===== src/core/uig_defs.svh =====
// offsets, field positions and reset values for the irq enable gate
`ifndef UIG_DEFS_SVH
`define UIG_DEFS_SVH

`define UIG_STATUS_OFS     12'h00C
`define UIG_ENABLE_OFS     12'h010
`define UIG_OFS_W          12
`define UIG_DATA_W         32
`define UIG_MIE_BIT        31
`define UIG_OC_BIT         30
`define UIG_EVT_MASK       32'h4000_007F
`define UIG_ENABLE_RST     32'h0000_0000

`endif


===== src/core/uig_pkg.sv =====
// types for the irq enable gate
package uig_pkg;
    typedef struct packed {
        logic        sel;
        logic        wr;
        logic [11:0] ofs;
        logic [31:0] wdata;
    } uig_req_s;
endpackage


===== src/core/uig_irq_enable_gate.sv =====
// interrupt enable register with level interrupt request gating
`timescale 1ns/1ns
`default_nettype none
`include "uig_defs.svh"

////////////////////////////////////////////////////////////////////////////
// How it works
// enable bit n gates status bit n at the same position, for bits 0 to 6 and 30 only.
// the request is raised only while status, enable and master all hold.
// writing a one to an enable bit sets it.
// writing a zero to an enable bit leaves it unchanged.
// a read returns every enable bit with no side effect.
// the register decodes at offset 10h of the function's memory range.
// status bits are cleared only by host write-one, never by this block.
// the request is a level that drops when any gating condition fails.
module uig_irq_enable_gate
    import uig_pkg::*;
(
    // clock and reset
    input  wire logic        ref_clk_i,
    input  wire logic        rst_i,
    // register access from the function's memory range
    input  wire uig_req_s    req_i,
    output logic      [31:0] rdata_o,
    output logic             rvalid_o,
    // event status from the status register
    input  wire logic [31:0] event_irq_status_i,
    // interrupt request to the host bus
    output logic             irq_o
);

    logic [31:0] event_irq_enable_ff;
    logic [31:0] rdata_ff;
    logic        rvalid_ff;
    logic        irq_ff;
    logic        hit;
    logic [31:0] pend;
    logic        nxt_irq;

    localparam logic [31:0] evt_mask = `UIG_EVT_MASK;

    assign hit = req_i.sel && (req_i.ofs == `UIG_ENABLE_OFS);

    ////////////////////////////////////////////////////////////////////////
    // enable register: write one to set
    always_ff @(posedge ref_clk_i or posedge rst_i) begin
        if (rst_i) begin
            event_irq_enable_ff <= `UIG_ENABLE_RST;
        end else if (hit && req_i.wr) begin
            event_irq_enable_ff <= event_irq_enable_ff | req_i.wdata;
        end
    end

    ////////////////////////////////////////////////////////////////////////
    // read path, no side effect
    always_ff @(posedge ref_clk_i or posedge rst_i) begin
        if (rst_i) begin
            rdata_ff  <= 32'h0000_0000;
            rvalid_ff <= 1'b0;
        end else begin
            rvalid_ff <= req_i.sel && !req_i.wr;
            rdata_ff  <= hit ? event_irq_enable_ff : 32'h0000_0000;
        end
    end

    ////////////////////////////////////////////////////////////////////////
    // interrupt gating; status is only observed here
    // one gate per status bit, paired by bit position
    for (genvar gi = 0; gi < `UIG_DATA_W; gi++) begin : g_pair
        assign pend[gi] = event_irq_status_i[gi]
                        & event_irq_enable_ff[gi]
                        & evt_mask[gi];
    end

    assign nxt_irq = (|pend) && event_irq_enable_ff[`UIG_MIE_BIT];

    always_ff @(posedge ref_clk_i or posedge rst_i) begin
        if (rst_i) begin
            irq_ff <= 1'b0;
        end else begin
            irq_ff <= nxt_irq;
        end
    end

    assign rdata_o  = rdata_ff;
    assign rvalid_o = rvalid_ff;
    assign irq_o    = irq_ff;

    ////////////////////////////////////////////////////////////////////////
    // checks
    property p_set_on_one;
        @(posedge ref_clk_i) disable iff (rst_i)
        (hit && req_i.wr) |=> ((event_irq_enable_ff & $past(req_i.wdata))
                              == $past(req_i.wdata));
    endproperty
    a_set_on_one: assert property (p_set_on_one)
        else $error("enable bit not set by write one");

    property p_keep_on_zero;
        @(posedge ref_clk_i) disable iff (rst_i)
        1'b1 |=> ((event_irq_enable_ff & $past(event_irq_enable_ff))
                 == $past(event_irq_enable_ff));
    endproperty
    a_keep_on_zero: assert property (p_keep_on_zero)
        else $error("enable bit cleared");

    property p_no_write_stable;
        @(posedge ref_clk_i) disable iff (rst_i)
        !(hit && req_i.wr) |=> $stable(event_irq_enable_ff);
    endproperty
    a_no_write_stable: assert property (p_no_write_stable)
        else $error("enable changed without write");

    property p_read_value;
        @(posedge ref_clk_i) disable iff (rst_i)
        (hit && !req_i.wr) |=> (rvalid_o && rdata_o ==
                                $past(event_irq_enable_ff));
    endproperty
    a_read_value: assert property (p_read_value)
        else $error("read data wrong");

    property p_irq_needs_all;
        @(posedge ref_clk_i) disable iff (rst_i)
        irq_o |-> $past(event_irq_enable_ff[`UIG_MIE_BIT]) &&
                  ($past(event_irq_status_i & event_irq_enable_ff
                         & `UIG_EVT_MASK) != 32'h0000_0000);
    endproperty
    a_irq_needs_all: assert property (p_irq_needs_all)
        else $error("irq without cause");

    property p_irq_follows;
        @(posedge ref_clk_i) disable iff (rst_i)
        (event_irq_enable_ff[`UIG_MIE_BIT] &&
         |(event_irq_status_i & event_irq_enable_ff & `UIG_EVT_MASK))
        |=> irq_o;
    endproperty
    a_irq_follows: assert property (p_irq_follows)
        else $error("irq missing");

    property p_irq_drops;
        @(posedge ref_clk_i) disable iff (rst_i)
        !event_irq_enable_ff[`UIG_MIE_BIT] |=> !irq_o;
    endproperty
    a_irq_drops: assert property (p_irq_drops)
        else $error("irq held without master");

    property p_offset;
        @(posedge ref_clk_i) disable iff (rst_i)
        (req_i.sel && req_i.wr && req_i.ofs != `UIG_ENABLE_OFS)
        |=> $stable(event_irq_enable_ff);
    endproperty
    a_offset: assert property (p_offset)
        else $error("write decoded at wrong offset");

    property p_write_exact;
        @(posedge ref_clk_i) disable iff (rst_i)
        (hit && req_i.wr) |=> (event_irq_enable_ff ==
            ($past(event_irq_enable_ff) | $past(req_i.wdata)));
    endproperty
    a_write_exact: assert property (p_write_exact)
        else $error("enable not old value or write data");

    property p_read_no_side;
        @(posedge ref_clk_i) disable iff (rst_i)
        (hit && !req_i.wr)
        |=> $stable(event_irq_enable_ff);
    endproperty
    a_read_no_side: assert property (p_read_no_side)
        else $error("read changed enable");

    property p_rvalid_only_read;
        @(posedge ref_clk_i) disable iff (rst_i)
        !(req_i.sel && !req_i.wr)
        |=> !rvalid_o;
    endproperty
    a_rvalid_only_read: assert property (p_rvalid_only_read)
        else $error("read valid without read");

    property p_read_other_zero;
        @(posedge ref_clk_i) disable iff (rst_i)
        (req_i.sel && !req_i.wr && req_i.ofs != `UIG_ENABLE_OFS)
        |=> (rvalid_o && (rdata_o == 32'h0000_0000));
    endproperty
    a_read_other_zero: assert property (p_read_other_zero)
        else $error("read at other offset not zero");

    property p_irq_off_no_pend;
        @(posedge ref_clk_i) disable iff (rst_i)
        !(|pend)
        |=> !irq_o;
    endproperty
    a_irq_off_no_pend: assert property (p_irq_off_no_pend)
        else $error("irq held without pending event");

    property p_reserved_ignored;
        @(posedge ref_clk_i) disable iff (rst_i)
        ((event_irq_status_i & `UIG_EVT_MASK) == 32'h0000_0000)
        |=> !irq_o;
    endproperty
    a_reserved_ignored: assert property (p_reserved_ignored)
        else $error("irq from unused status bit");

    property p_oc_pairs;
        @(posedge ref_clk_i) disable iff (rst_i)
        (event_irq_enable_ff[`UIG_MIE_BIT]
         && event_irq_status_i[`UIG_OC_BIT]
         && event_irq_enable_ff[`UIG_OC_BIT]) |=> irq_o;
    endproperty
    a_oc_pairs: assert property (p_oc_pairs)
        else $error("ownership event did not raise irq");

    property p_irq_status_gate;
        @(posedge ref_clk_i) disable iff (rst_i)
        irq_o
        |-> $past(|(event_irq_status_i & `UIG_EVT_MASK));
    endproperty
    a_irq_status_gate: assert property (p_irq_status_gate)
        else $error("irq without status bit");

    property p_irq_enable_gate;
        @(posedge ref_clk_i) disable iff (rst_i)
        irq_o
        |-> $past(|(event_irq_enable_ff & `UIG_EVT_MASK));
    endproperty
    a_irq_enable_gate: assert property (p_irq_enable_gate)
        else $error("irq without enable bit");

endmodule
`default_nettype wire


===== config.mk =====
export PLATFORM = sky130hd
export DESIGN_NAME = uig_irq_enable_gate
export DESIGN_NICKNAME = d
export VERILOG_FILES = /design/src/core/uig_pkg.sv /design/src/core/uig_irq_enable_gate.sv
export VERILOG_INCLUDE_DIRS = /design/src /design/src/core
export SDC_FILE = /design/constraint.sdc
export NUM_CORES = 1
export LEC_CHECK = 0
export BUFFER_PORTS_ARGS = -buffer_cell sky130_fd_sc_hd__buf_2
export CORE_MARGIN = 5
export CORE_UTILIZATION = 40
export DETAILED_ROUTE_END_ITERATION = 6
export HOLD_SLACK_MARGIN = 0.15
export PLACE_DENSITY = 0.72
export SETUP_SLACK_MARGIN = 0.1
export SLEW_MARGIN = 10
export SYNTH_ARGS = -nofsm -noshare
export SYNTH_HDL_FRONTEND = slang
export SYNTH_SLANG_ARGS = --single-unit

===== constraint.sdc =====
create_clock -name ref_clk_i -period 1.65 [get_ports ref_clk_i]
set_input_delay 0.0825 -clock ref_clk_i [delete_from_list [all_inputs] [get_ports ref_clk_i]]
set_output_delay 0.0825 -clock ref_clk_i [all_outputs]
set_load 0.005 [all_outputs]

==> results by group <==
Floorplanning
  – Area inside the core boundary: between 5000 and 6000 um^2
  – Starting utilization of the core area: 41.5%
  – Vertical extent of the die: 85.8 um
  – Boundary pin count: 114
  – Standard-cell row count: 27
  – Die Span X: 85.8 um
  – Overall die area: 7360 um^2

Routing
  – Avg Vias per Cell: 4.59
  – First-pass iteration count of the detailed router: 4
  – 1st-iter DRT viols: 52
  – Average routed wire per standard cell: 13.9 um
  – Number of design rule violations left after detail routing: 0
  – Final ANT Viol Nets: 0
  – Vias post-DR: ~1700
  – WL final: 5050 um

Run status
  – Result of the run: completed

Timing
  – Share of the clock period used by the worst path after layout: 86.8%
  – Worst Skew: 6.10 ps
  – Timing-limited maximum frequency: 0.698 GHz
  – Minimum hold slack: 208 ps
  – Setup TNS Final: 0 ps
  – Final hold vios: 0
  – Max transition margin: 55.7%
  – Tmin final: 1430 ps
  – Unrepaired setup endpoints after global routing: false
  – Count of endpoints failing setup in the final report: 0
  – Count of pins over their slew limit: 0
  – Worst setup margin: 218 ps
  – Slew @ Worst Pin: 665 ps

Placed design
  – Half-perimeter wire length of the detailed placement result: 3000 um
  – Post-placement cell count: 306
  – Quantity of I/O buffers inserted on ports: 89
  – Final RePlAce weighted congestion: a little over 0.7
  – Worst slack after detailed placement: 392 ps

Clock network
  – Deepest clock path buffer count: 2
  – Clock input transition at the sequential cells of the worst setup and hold paths: about 70 ps
  – CTS tree: built
  – Number of buffers inserted during clock tree synthesis: 9
  – TritonCTS sink count: 66
  – Master cell of the clock root buffer: sky130_fd_sc_hd__clkbuf_8
  – Clock Latency Late Sink: 320 ps
  – H-tree depth: 3

Power
  – Worst VDD drop: around 520 uV
  – Power density of the placed cells: 932 nW/um^2
  – Static leakage: 1.81 nW

Cells and area
  – Final-stage net count: 366
  – Seq. cell area: 1650 um^2
  – Multi-input combinational cell area: 562 um^2
  – Ratio of cells with drive above 1 in the final layout: 38.3%
  – Number of cells in the finished layout apart from fillers: 362
  – Commonest non-fill, non-tap cells in the layout: sky130_fd_sc_hd__buf_2, sky130_fd_sc_hd__dfrtp_1, sky130_fd_sc_hd__dlygate4sd3_1, sky130_fd_sc_hd__and2_1, sky130_fd_sc_hd__a31o_1
  – Syn-to-layout area delta: 48.6%
  – Most frequent standard cell in the layout excluding fill and tap cells: sky130_fd_sc_hd__buf_2
  – Number of fill cells: 431
  – Antenna diode instance count: 0
  – Post-layout util: 61.6%

Global routing
  – Tot GR Track Use: 15.0%
  – Number of antenna violations at the first check in global routing: 0
  – Vias in the first global route: 1749
  – Remaining global-route overflow: 0
  – Pin count of the biggest net entering global routing: 67
  – Global-route wire length before repair: ~8400 um

Synth
  – Synthesized flop and latch total: 66
  – Number of standard cells after synthesis: 154
  – Cell area after technology mapping: between 2000 and 2500 um^2
  – Synth top area share: ~72%
  – Synth Warn #: 0
  – Syn nets: 234
  – Library cell occupying the most area in the post-synthesis netlist: sky130_fd_sc_hd__dfrtp_1
  – Mean cell area of the mapped netlist: between 10 and 15 um^2
  – Share of the yosys chip area belonging to registers: 71.9%
  – Number of distinct library cell variants in the gate-level netlist after synthesis: 15
  – Cell types occupying the most area after synthesis: sky130_fd_sc_hd__dfrtp_1, sky130_fd_sc_hd__a31o_1, sky130_fd_sc_hd__and2_1

Worst setup path
  – Crit Path Category: in2reg
  – Worst Path Max Fanout: 1
  – Worst Path Required: approximately 1800 ps
  – Critical Path Sink Type: flip-flop
  – Cell count of the worst reg-to-reg path: 3
  – Kind of launch point of the worst setup path: input pin
  – Arrival time at the worst endpoint: 1620 ps

Min path
  – Worst Hold Path Cells: 3
  – HP Class: in2reg

Run
  – Max-cap violations: 0
[cells by family (layout without fill, tap and decap cells)]
logic type             Yosys count  count (layout)  synth area share (%)
DFF                             66              66                  71.9
AOI/OAI and AO/OA               37              37                  13.9
and+or+nand+nor                 38              38                  10.5
buffers and inverters           13             149                  3.76
[layer usage]
| metal | part of all wire, % | vias up | global-route usage, % |
|---|---|---|---|
| li1 | - | 809 | - |
| met1 | 41 | 789 | 18.5 |
| met2 | 52 | 56 | 23.7 |
| met3 | 5.9 | 6 | 3.94 |
| met4 | 1.5 | 0 | 9.06 |
| met5 | 0 | - | 0 |
[flip-flops by register name, indices dropped and copies added (netlist names)]
signal and flops:
event_irq_enable_ff 32, irq_o 1, rdata_o 32, rvalid_o 1
[worst paths after layout]
path | startpoint | endpoint | slack (ps)
setup reg to reg | event_irq_enable_ff[3]$_DFFE_PP0P_ | irq_o$_DFF_PP0_ | 220
setup / recovery | event_irq_status_i[4] | irq_o$_DFF_PP0_ | 220
max in group asynchronous | rst_i | rdata_o[13]$_DFF_PP0_ | 960
min in group asynchronous | rst_i | event_irq_enable_ff[12]$_DFFE_PP0P_ | 390
hold / removal | event_irq_status_i[5] | irq_o$_DFF_PP0_ | 210
hold reg to reg | event_irq_enable_ff[7]$_DFFE_PP0P_ | event_irq_enable_ff[7]$_DFFE_PP0P_ | 460
[cells in the mapped netlist, drive strengths merged]
cell type and number:
a22oi 4, a31o 32, a41oi 1, and2 32, and4 1, buf 7, clkbuf 4, dfrtp 66
inv 2, nor2 1, nor2b 1, nor3 1, nor4b 2
[power breakdown]
group	switching, mW	total (mW)	internal, mW	leakage (nW)
sequential	0.00148	1.62	1.62	0.921
clock	0.553	1.36	0.812	0.106
combinational	0.0791	0.194	0.115	0.781
[area by class of cell]
cell class | count | share of cell area (%)
Clock inverter | 2 | 1.03
Clock buffer | 13 | 4.95
Multi-Input combinational cell | 75 | 16.5
Tap cell | 72 | 2.64
Sequential cell | 66 | 48.4
Inverter | 2 | 0.330
Timing Repair Buffer | 132 | 26.2
[critical path, stage by stage]
cell	delay (ps)
sky130_fd_sc_hd__dlygate4sd3_1	540
sky130_fd_sc_hd__buf_2	130
sky130_fd_sc_hd__a22oi_1	160
sky130_fd_sc_hd__dlygate4sd3_1	590
sky130_fd_sc_hd__a41oi_1	110
[through the flow]
stage | power [mW] | area [um^2]
floorplan | 1.69 | 2300
global placement | 1.77 | 2800
detailed placement | 1.78 | 2800
global route | 3.33 | 3410
CTS | 3.22 | 3410
finish | 3.18 | 3410
[repair_timing]
action | in CTS | in global routing
endpoints found under the setup margin | 0 | 0
buffers inserted | 0 | 0
hold buffers | 41 | 0
gates resized for setup | 0 | 0
endpoints found under the hold margin | 100 | 0
(Power assumes the default switching activity.)
